[config.mk]
export PLATFORM = sky130hd
export DESIGN_NAME = dcu_path_router
export DESIGN_NICKNAME = d
export VERILOG_FILES = /design/src/common/dcu_pkg.sv /design/src/verilog/dcu_path_router.sv
export SDC_FILE = /design/constraint.sdc
export NUM_CORES = 1
export LEC_CHECK = 0
export ABC_AREA = 1
export BUFFER_PORTS_ARGS = -buffer_cell sky130_fd_sc_hd__buf_4
export CAP_MARGIN = 20
export CORE_MARGIN = 2
export CORE_UTILIZATION = 53
export DETAILED_ROUTE_END_ITERATION = 6
export GPL_TIMING_DRIVEN = 0
export MAX_ROUTING_LAYER = met4
export PLACE_DENSITY = 0.77
export SLEW_MARGIN = 40
export SYNTH_ARGS = -nofsm -noshare
export SYNTH_HDL_FRONTEND = slang
export SYNTH_SLANG_ARGS = --single-unit
[constraint.sdc]
create_clock -name clk -period 2.1 [get_ports clk]
set_input_delay 0.42 -clock clk [delete_from_list [all_inputs] [get_ports clk]]
set_output_delay 0.42 -clock clk [all_outputs]
set_load 0.01 [all_outputs]
[src/common/dcu_pkg.sv]
// constants for the daisy-chain serial path router
// assumes character-level streams from the line receivers/transmitters
// How it works
// (RULE1) every device relays chain traffic, up to 32
// (RULE2) host alone starts every chain transaction
// (RULE3) two-bit routing field selects path configuration
// (RULE4) external loopback: up chain, then back down
// (RULE5) lower receive retransmitted at once from upper
// (RULE6) upper receive resent at once from lower
// (RULE7) single path: down path only buffers, relays
// (RULE8) single path: down-path commands never decoded
// (RULE9) internal loopback feeds upper transmit to receiver
// (RULE10) internal loopback at once ignores upper pins
// (RULE11) host sends loopback enable command twice
// (RULE12) host empties receive buffer before and after
// (RULE13) host moves loopback upward to find breaks
// (RULE14) value 0b10: down path becomes alert interface
// (RULE15) value 0b11: down path independent read path
// (RULE16) non-master path relays writes, never executes them
// (RULE17) rejected write sets sticky flag until cleared
// (RULE18) pass-through characters relayed unchanged, unchecked
package dcu_pkg;
	localparam int DATA_W = 8;
	localparam int FIFO_DEPTH = 16;
	localparam int MAX_CHAIN = 32;
	// fifo headroom kept back for characters already in flight
	localparam int READY_MARGIN = 4;
	localparam logic [1:0] ROUTE_EXT_LOOP = 2'h0;
	localparam logic [1:0] ROUTE_INT_LOOP = 2'h1;
	localparam logic [1:0] ROUTE_ALERT = 2'h2;
	localparam logic [1:0] ROUTE_DUAL = 2'h3;
	localparam logic [1:0] ROUTE_RESET = ROUTE_EXT_LOOP;
	// command byte bit that marks a read-type command when set
	localparam int CMD_READ_BIT = 0;
	localparam logic FLAG_RESET = 1'h0;
endpackage

[src/verilog/dcu_path_router.sv]
// down-path character fifo and the serial path router
// assumes a protocol core that decodes the exec streams and writes the routing field
`timescale 1ns/10ps

module dcu_fifo #(
	parameter int W = 8,
	parameter int D = 16
) (
	input wire logic clk,
	input wire logic reset,
	input wire logic in_valid,
	output logic in_ready,
	input wire logic [W-1:0] in_data,
	output logic out_valid,
	input wire logic out_ready,
	output logic [W-1:0] out_data,
	output logic [$clog2(D+1)-1:0] count
);
	localparam int AW = $clog2(D);
	logic [W-1:0] mem [D];
	logic [AW-1:0] wr_q;
	logic [AW-1:0] rd_q;
	logic [$clog2(D+1)-1:0] cnt_q;
	wire push = in_valid & in_ready;
	wire pop = out_valid & out_ready;

	assign in_ready = (cnt_q != D[$clog2(D+1)-1:0]);
	assign out_valid = (cnt_q != '0);
	assign out_data = mem[rd_q];
	assign count = cnt_q;

	always_ff @(posedge clk)
	begin
		if (push)
		begin
			mem[wr_q] <= in_data;
		end
	end

	always_ff @(posedge clk)
	begin
		if (reset)
		begin
			wr_q <= '0;
			rd_q <= '0;
			cnt_q <= '0;
		end
		else
		begin
			if (push)
			begin
				wr_q <= wr_q + 1'b1;
			end
			if (pop)
			begin
				rd_q <= rd_q + 1'b1;
			end
			if (push & ~pop)
			begin
				cnt_q <= cnt_q + 1'b1;
			end
			else if (pop & ~push)
			begin
				cnt_q <= cnt_q - 1'b1;
			end
		end
	end
endmodule // dcu_fifo

module dcu_path_router (
	input wire logic clk,
	input wire logic reset,
	input wire logic cfg_wr_valid,
	input wire logic [1:0] cfg_wr_value,
	output logic [1:0] path_routing_select,
	input wire logic host_on_down,
	input wire logic reject_flag_clear,
	output logic nonmaster_write_reject_flag,
	input wire logic lower_rx_valid,
	input wire logic lower_rx_sof,
	input wire logic [dcu_pkg::DATA_W-1:0] lower_rx_data,
	output logic lower_rx_ready,
	output logic upper_tx_valid,
	output logic upper_tx_sof,
	output logic [dcu_pkg::DATA_W-1:0] upper_tx_data,
	input wire logic upper_rx_valid,
	input wire logic upper_rx_sof,
	input wire logic [dcu_pkg::DATA_W-1:0] upper_rx_data,
	output logic upper_rx_ready,
	output logic lower_tx_valid,
	output logic lower_tx_sof,
	output logic [dcu_pkg::DATA_W-1:0] lower_tx_data,
	input wire logic lower_tx_ready,
	output logic [1:0] exec_valid,
	output logic [1:0] exec_sof,
	output logic [1:0][dcu_pkg::DATA_W-1:0] exec_data
);
	import dcu_pkg::*;

	localparam int CW = $clog2(FIFO_DEPTH+1);
	localparam logic [CW-1:0] ROOM_LIMIT = CW'(FIFO_DEPTH - READY_MARGIN);

	function automatic logic is_write(input logic [DATA_W-1:0] b);
		return ~b[CMD_READ_BIT];
	endfunction

	logic [1:0] route_q;
	logic flag_q;
	logic lower_rx_ready_q;
	logic upper_rx_ready_q;
	logic up_valid_q;
	logic up_sof_q;
	logic [DATA_W-1:0] up_data_q;
	logic dn_valid_q;
	logic dn_sof_q;
	logic [DATA_W-1:0] dn_data_q;
	logic [1:0] block_q;
	logic [1:0] ex_valid_q;
	logic [1:0] ex_sof_q;
	logic [1:0][DATA_W-1:0] ex_data_q;

	// mode decode
	wire int_loop = (route_q == ROUTE_INT_LOOP);
	wire alert_mode = (route_q == ROUTE_ALERT);
	wire dual = (route_q == ROUTE_DUAL);

	// up path: take from lower receiver
	wire up_take = lower_rx_valid & lower_rx_ready_q;
	// down path source: internal loop or external upper pins
	wire ext_take = upper_rx_valid & upper_rx_ready_q;
	wire dn_src_valid = int_loop ? up_valid_q : (~alert_mode & ext_take); // RULE9 RULE10 RULE14
	wire dn_src_sof = int_loop ? up_sof_q : upper_rx_sof;
	wire [DATA_W-1:0] dn_src_data = int_loop ? up_data_q : upper_rx_data;

	// fifo holds sof bit alongside each character
	wire fifo_in_ready;
	wire fifo_out_valid;
	wire fifo_out_ready = ~dn_valid_q | lower_tx_ready;
	wire [DATA_W:0] fifo_out_data;
	wire [CW-1:0] fifo_count;
	wire dn_push = dn_src_valid & fifo_in_ready;
	wire room = (fifo_count <= ROOM_LIMIT);

	dcu_fifo #(
		.W(DATA_W + 1),
		.D(FIFO_DEPTH)
	) u_fifo (
		.clk(clk),
		.reset(reset),
		.in_valid(dn_src_valid),
		.in_ready(fifo_in_ready),
		.in_data({dn_src_sof, dn_src_data}), // RULE18
		.out_valid(fifo_out_valid),
		.out_ready(fifo_out_ready),
		.out_data(fifo_out_data),
		.count(fifo_count)
	);

	// per-path command screening
	wire [1:0] src_valid = {ext_take & dual, up_take};
	wire [1:0] src_sof = {upper_rx_sof, lower_rx_sof};
	wire [1:0][DATA_W-1:0] src_data = {upper_rx_data, lower_rx_data};
	wire [1:0] nonmaster = {dual & ~host_on_down, dual & host_on_down};
	wire [1:0] reject;
	wire [1:0] deliver;
	wire [1:0] pkt_start = src_valid & src_sof;

	genvar p;
	generate
		for (p = 0; p < 2; p++)
		begin : g_path
			// write on non-master path is relayed but not executed
			assign reject[p] = src_valid[p] & src_sof[p] & nonmaster[p] & is_write(src_data[p]); // RULE16
			assign deliver[p] = src_valid[p] & ~(src_sof[p] ? reject[p] : block_q[p]); // RULE8 RULE15
		end
	endgenerate

	// withhold decision kept until the next command byte
	always_ff @(posedge clk)
	begin
		if (reset)
		begin
			block_q <= '0;
			ex_valid_q <= '0;
			ex_sof_q <= '0;
			ex_data_q <= '0;
		end
		else
		begin
			block_q <= reject | (~pkt_start & block_q);
			ex_valid_q <= deliver;
			ex_sof_q <= src_sof;
			ex_data_q <= src_data;
		end
	end

	always_ff @(posedge clk)
	begin
		if (reset)
		begin
			route_q <= ROUTE_RESET;
		end
		else if (cfg_wr_valid)
		begin
			route_q <= cfg_wr_value; // RULE3 RULE10
		end
	end

	// sticky flag: a new reject wins over a clear
	always_ff @(posedge clk)
	begin
		if (reset)
		begin
			flag_q <= FLAG_RESET;
		end
		else
		begin
			flag_q <= (|reject) | (flag_q & ~reject_flag_clear); // RULE17
		end
	end

	// readies registered; margin covers characters in flight
	always_ff @(posedge clk)
	begin
		if (reset)
		begin
			lower_rx_ready_q <= 1'b0;
			upper_rx_ready_q <= 1'b0;
		end
		else
		begin
			lower_rx_ready_q <= ~int_loop | room;
			upper_rx_ready_q <= int_loop | alert_mode | room; // RULE10
		end
	end

	// up relay: retransmit each character next cycle
	always_ff @(posedge clk)
	begin
		if (reset)
		begin
			up_valid_q <= 1'b0;
			up_sof_q <= 1'b0;
			up_data_q <= '0;
		end
		else
		begin
			up_valid_q <= up_take; // RULE1 RULE4 RULE5
			up_sof_q <= lower_rx_sof;
			up_data_q <= lower_rx_data;
		end
	end

	// down relay: buffered, unchanged, toward the host
	always_ff @(posedge clk)
	begin
		if (reset)
		begin
			dn_valid_q <= 1'b0;
			dn_sof_q <= 1'b0;
			dn_data_q <= '0;
		end
		else if (fifo_out_ready)
		begin
			dn_valid_q <= fifo_out_valid; // RULE6 RULE7
			dn_sof_q <= fifo_out_data[DATA_W];
			dn_data_q <= fifo_out_data[DATA_W-1:0]; // RULE18
		end
	end

	assign path_routing_select = route_q;
	assign nonmaster_write_reject_flag = flag_q;
	assign lower_rx_ready = lower_rx_ready_q;
	assign upper_rx_ready = upper_rx_ready_q;
	assign upper_tx_valid = up_valid_q;
	assign upper_tx_sof = up_sof_q;
	assign upper_tx_data = up_data_q;
	assign lower_tx_valid = dn_valid_q;
	assign lower_tx_sof = dn_sof_q;
	assign lower_tx_data = dn_data_q;
	assign exec_valid = ex_valid_q;
	assign exec_sof = ex_sof_q;
	assign exec_data = ex_data_q;

	a_up_relay_now: assert property (@(posedge clk) disable iff (reset) // RULE5
		up_take |=> upper_tx_valid && upper_tx_data == $past(lower_rx_data))
		else $error("up path character not relayed next cycle");

	a_route_takes_write: assert property (@(posedge clk) disable iff (reset) // RULE3
		cfg_wr_valid |=> path_routing_select == $past(cfg_wr_value))
		else $error("routing field not updated by write");

	a_loop_ignores_pins: assert property (@(posedge clk) disable iff (reset) // RULE10
		int_loop && !up_valid_q |-> !dn_push)
		else $error("upper pins reached down path in internal loopback");

	a_loop_feeds_back: assert property (@(posedge clk) disable iff (reset) // RULE9
		int_loop && up_valid_q |-> dn_push)
		else $error("looped character lost");

	a_alert_no_relay: assert property (@(posedge clk) disable iff (reset) // RULE14
		alert_mode |-> !dn_push)
		else $error("down path relayed in alert mode");

	a_single_no_exec: assert property (@(posedge clk) disable iff (reset) // RULE8
		!$past(dual) |-> !exec_valid[1])
		else $error("down path command decoded in single path mode");

	a_dual_read_exec: assert property (@(posedge clk) disable iff (reset) // RULE15
		dual && ext_take && upper_rx_sof && !is_write(upper_rx_data) |=> exec_valid[1])
		else $error("read on down path not processed");

	a_nonmaster_no_write: assert property (@(posedge clk) disable iff (reset) // RULE16
		dual && !host_on_down && ext_take && upper_rx_sof && is_write(upper_rx_data)
		|=> !exec_valid[1] && nonmaster_write_reject_flag)
		else $error("non-master write executed or not flagged");

	a_flag_sticky: assert property (@(posedge clk) disable iff (reset) // RULE17
		nonmaster_write_reject_flag && !reject_flag_clear |=> nonmaster_write_reject_flag)
		else $error("reject flag dropped without clear");

	a_fifo_no_drop: assert property (@(posedge clk) disable iff (reset) // RULE7
		dn_src_valid |-> fifo_in_ready)
		else $error("down path character dropped at full fifo");
endmodule // dcu_path_router

==> results.cfg <==
[status]
outcome = finished, violations left
violations = negative setup slack

[clock_network]
clk_pin_slew_ns = 0.07
cts-root-buf = clkbuf_16
clock_path_buffers = 2
clock_latency_ns = 0.43
hold_buffers = 0
cts_max_level = 4
cts_tree = done
cts_buffers = 17
numClockSinks = 195

[grt]
grt_pass1_wl_um = 29870
antenna_found_initial = 0
gr-total-overflow = 0
grt_use_total_pct = 25.04
grt_max_degree = 18
grt_pass1_vias = 5588

[placement]
gp_congestion = 0.8972
dp_hpwl_um = 13010
placed_cells = 1097
portBuffers = 72
place_area_mm2 = 0.009097

[logic_synthesis]
synthMuxAreaShare_pct = 0
synth_warnings = 0
synth-adder-area-share_pct = 2.242
synth.distinct_cells = 27
synth_cells = 829
seq_area_frac_synth_pct = 65.61
syn-num-nets = 871
synth_xor_area_share_pct = 0.6451
yosysTopAreaCell = edfxtp_1
synth-simple-area-share_pct = 21.49
async_flop_share_pct = 0
synth_edf_count = 144
syn_avg_cell_area_um2 = 9.827
synth_top_area_share_pct = 53.08
synth_seq_cells = 195
yosys_most_used_dff = edfxtp_1
synth_top_family_by_area = simple AND/OR/NAND/NOR gates
synth_area_mm2 = 0.008147
synth_area_leaders = edfxtp_1, nand2_1, dfxtp_1, nand3_1, inv_1
synth-compound-area-share_pct = 3.364

[floorplan]
die_area_mm2 = 0.01638
core_area_mm2 = 0.01509
io_pins = 73
dieWidth_um = 128.0
die_h_um = 128.0
start_util_pct = 53.99
fp-row-count = 45

[routing]
firstDrtPassIters = 5
via_count = 5997
drc = 0
wl_per_cell_um = 16.80
drt_iter0_markers = 669
route.antenna.remaining_nets = 0
viasPerCell = 5.279
routed_wl_um = 19080

[critical_path]
startpoint = path_routing_select[0]
critPathCaptureType = flop
crit_arrival_ns = 2.20
crit_required_ns = 2.17
startpoint_type = flop
critPathMaxFanout = 9
critPathKind = reg -> reg
r2r-start = path_routing_select[0]

[timing]
slew_viol_final = 0
clock_skew_ns = 0.006536
rsz0062_at_grt = true
period_needed_ns = 2.129
setup_ws_ns = -0.02931
fmax_mhz = 469.6
whs_ns = 0.1814
fin_crit_sh_pct = 101.4
setup_viol = 18
tightest_slew_ns = 0.6289
hold_viol_final = 0
max_slew_margin_pct = 58.07

[run]
max-cap-violations = 0

[finish]
nets = 977
drive_above_1_share_pct = 20.57
final_util_pct = 65.31
layout_commonest_cell = nand2_1
fin_cells = 1136
syn_to_final_growth_pct = 20.96
fin_area_mm2 = 0.009854
diodes = 0
most-common-layout-cells = nand2_1, edfxtp_1, buf_4

[power_and_ir_drop]
power_density_mw_per_mm2 = 1093
totalPowerFinal_mw = 10.77
leakagePower_nw = 4.214
ir_drop_uv = 813.6

[worst_hold_path]
min_from = lower_rx_data[7]
holdCritPathClass = in -> reg
==> cell families (layout without fill, tap and decap cells) <==
logic type                 Yosys count  after routing
and+or+nand+nor                    437            437
DFF                                195            195
buffers and inverters              123            242
AOI/OAI and AO/OA                   54             54
adders and majority gates           14             14
xor gates and xnor gates             6              6
==> registers in the layout (all words and copies together), names as in the netlist, 2 cells and up <==
signal / count
lower_tx_data: 8
exec_sof: 2
u_fifo.rd_q: 4
u_fifo.count: 5
upper_tx_data: 8
exec_data: 8
u_fifo.wr_q: 4
u_fifo.mem: 144
path_routing_select: 2
exec_valid: 2
block_q: 2
==> worst max-delay path: stages (launching register included) <==
cell and delay, ns:
dfxtp_4 0.36, inv_2 0.04, ha_2 0.16, nand3b_1 0.16
o21ai_2 0.13, nand2_2 0.08, inv_4 0.10, nand2_1 0.23
nor2_2 0.50
==> cell type report <==
class | count | area, um2
sequential | 195 | 5351
fill | 1171 | 5235
multi-input combinational | 511 | 2471
timing repair buffer | 87 | 669.4
clock buffer | 21 | 483.0
inverter | 82 | 315.3
buffer | 41 | 236.5
tap | 188 | 235.2
clock inverter | 11 | 92.59
==> power by group <==
group	switching [mW]	internal (mW)	total, mW
clock network	1.44	1.68	3.12
registers	0.146	4.37	4.52
logic	2.03	1.10	3.14
==> per-stage QoR <==
step           setup WS (ns)  TNS [ns]
3_3_place_gp          -1.222   -149.86
6_report            -0.02931   -0.2781
4_1_cts             -0.03768    -1.027
3_5_place_dp         -0.3257    -65.51
2_1_floorplan       0.004393         0
5_1_grt              -0.1238    -4.625
==> routing by layer <==
metal / track usage, % / vias to the layer above / routed length [um]
met3: 4.382 / 28 / 1176
li1: - / 2900 / -
met4: 7.886 / 0 / 377
met2: 40.36 / 217 / 9530
met1: 32.75 / 2852 / 7997
met5: - / - / 0
==> worst paths after layout <==
| kind | endpoint | slack, ns | cells after the start |
|---|---|---|---|
| setup / recovery | u_fifo.mem[11][1] | -0.03 | 8 |
| hold / removal | upper_tx_data[7] | 0.18 | 3 |
| setup reg to reg | u_fifo.mem[11][1] | -0.03 | 8 |
| hold reg to reg | path_routing_select[0] | 0.50 | 2 |
==> cells in the mapped netlist, types with 2 or more instances <==
cell type / instances
buf_4: 13
o21ai_0: 28
o21ai_1: 5
xor2_1: 4
buf_2: 13
inv_2: 6
dfxtp_1: 51
nor2_1: 42
nand3_1: 68
ha_1: 13
xnor2_1: 2
nand2_1: 319
a21oi_1: 19
nand4_1: 3
clkbuf_1: 13
inv_1: 75
edfxtp_1: 144
buf_6: 2
==> repair_timing <==
action / 4_1_cts / 5_1_grt
endpoints found under the setup margin: 283 / 179
pin swaps: 5 / 2
gates resized for setup: 20 / 16
setup buffers: 4 / 3
No activity file was read; power rests on OpenSTA's default activity.
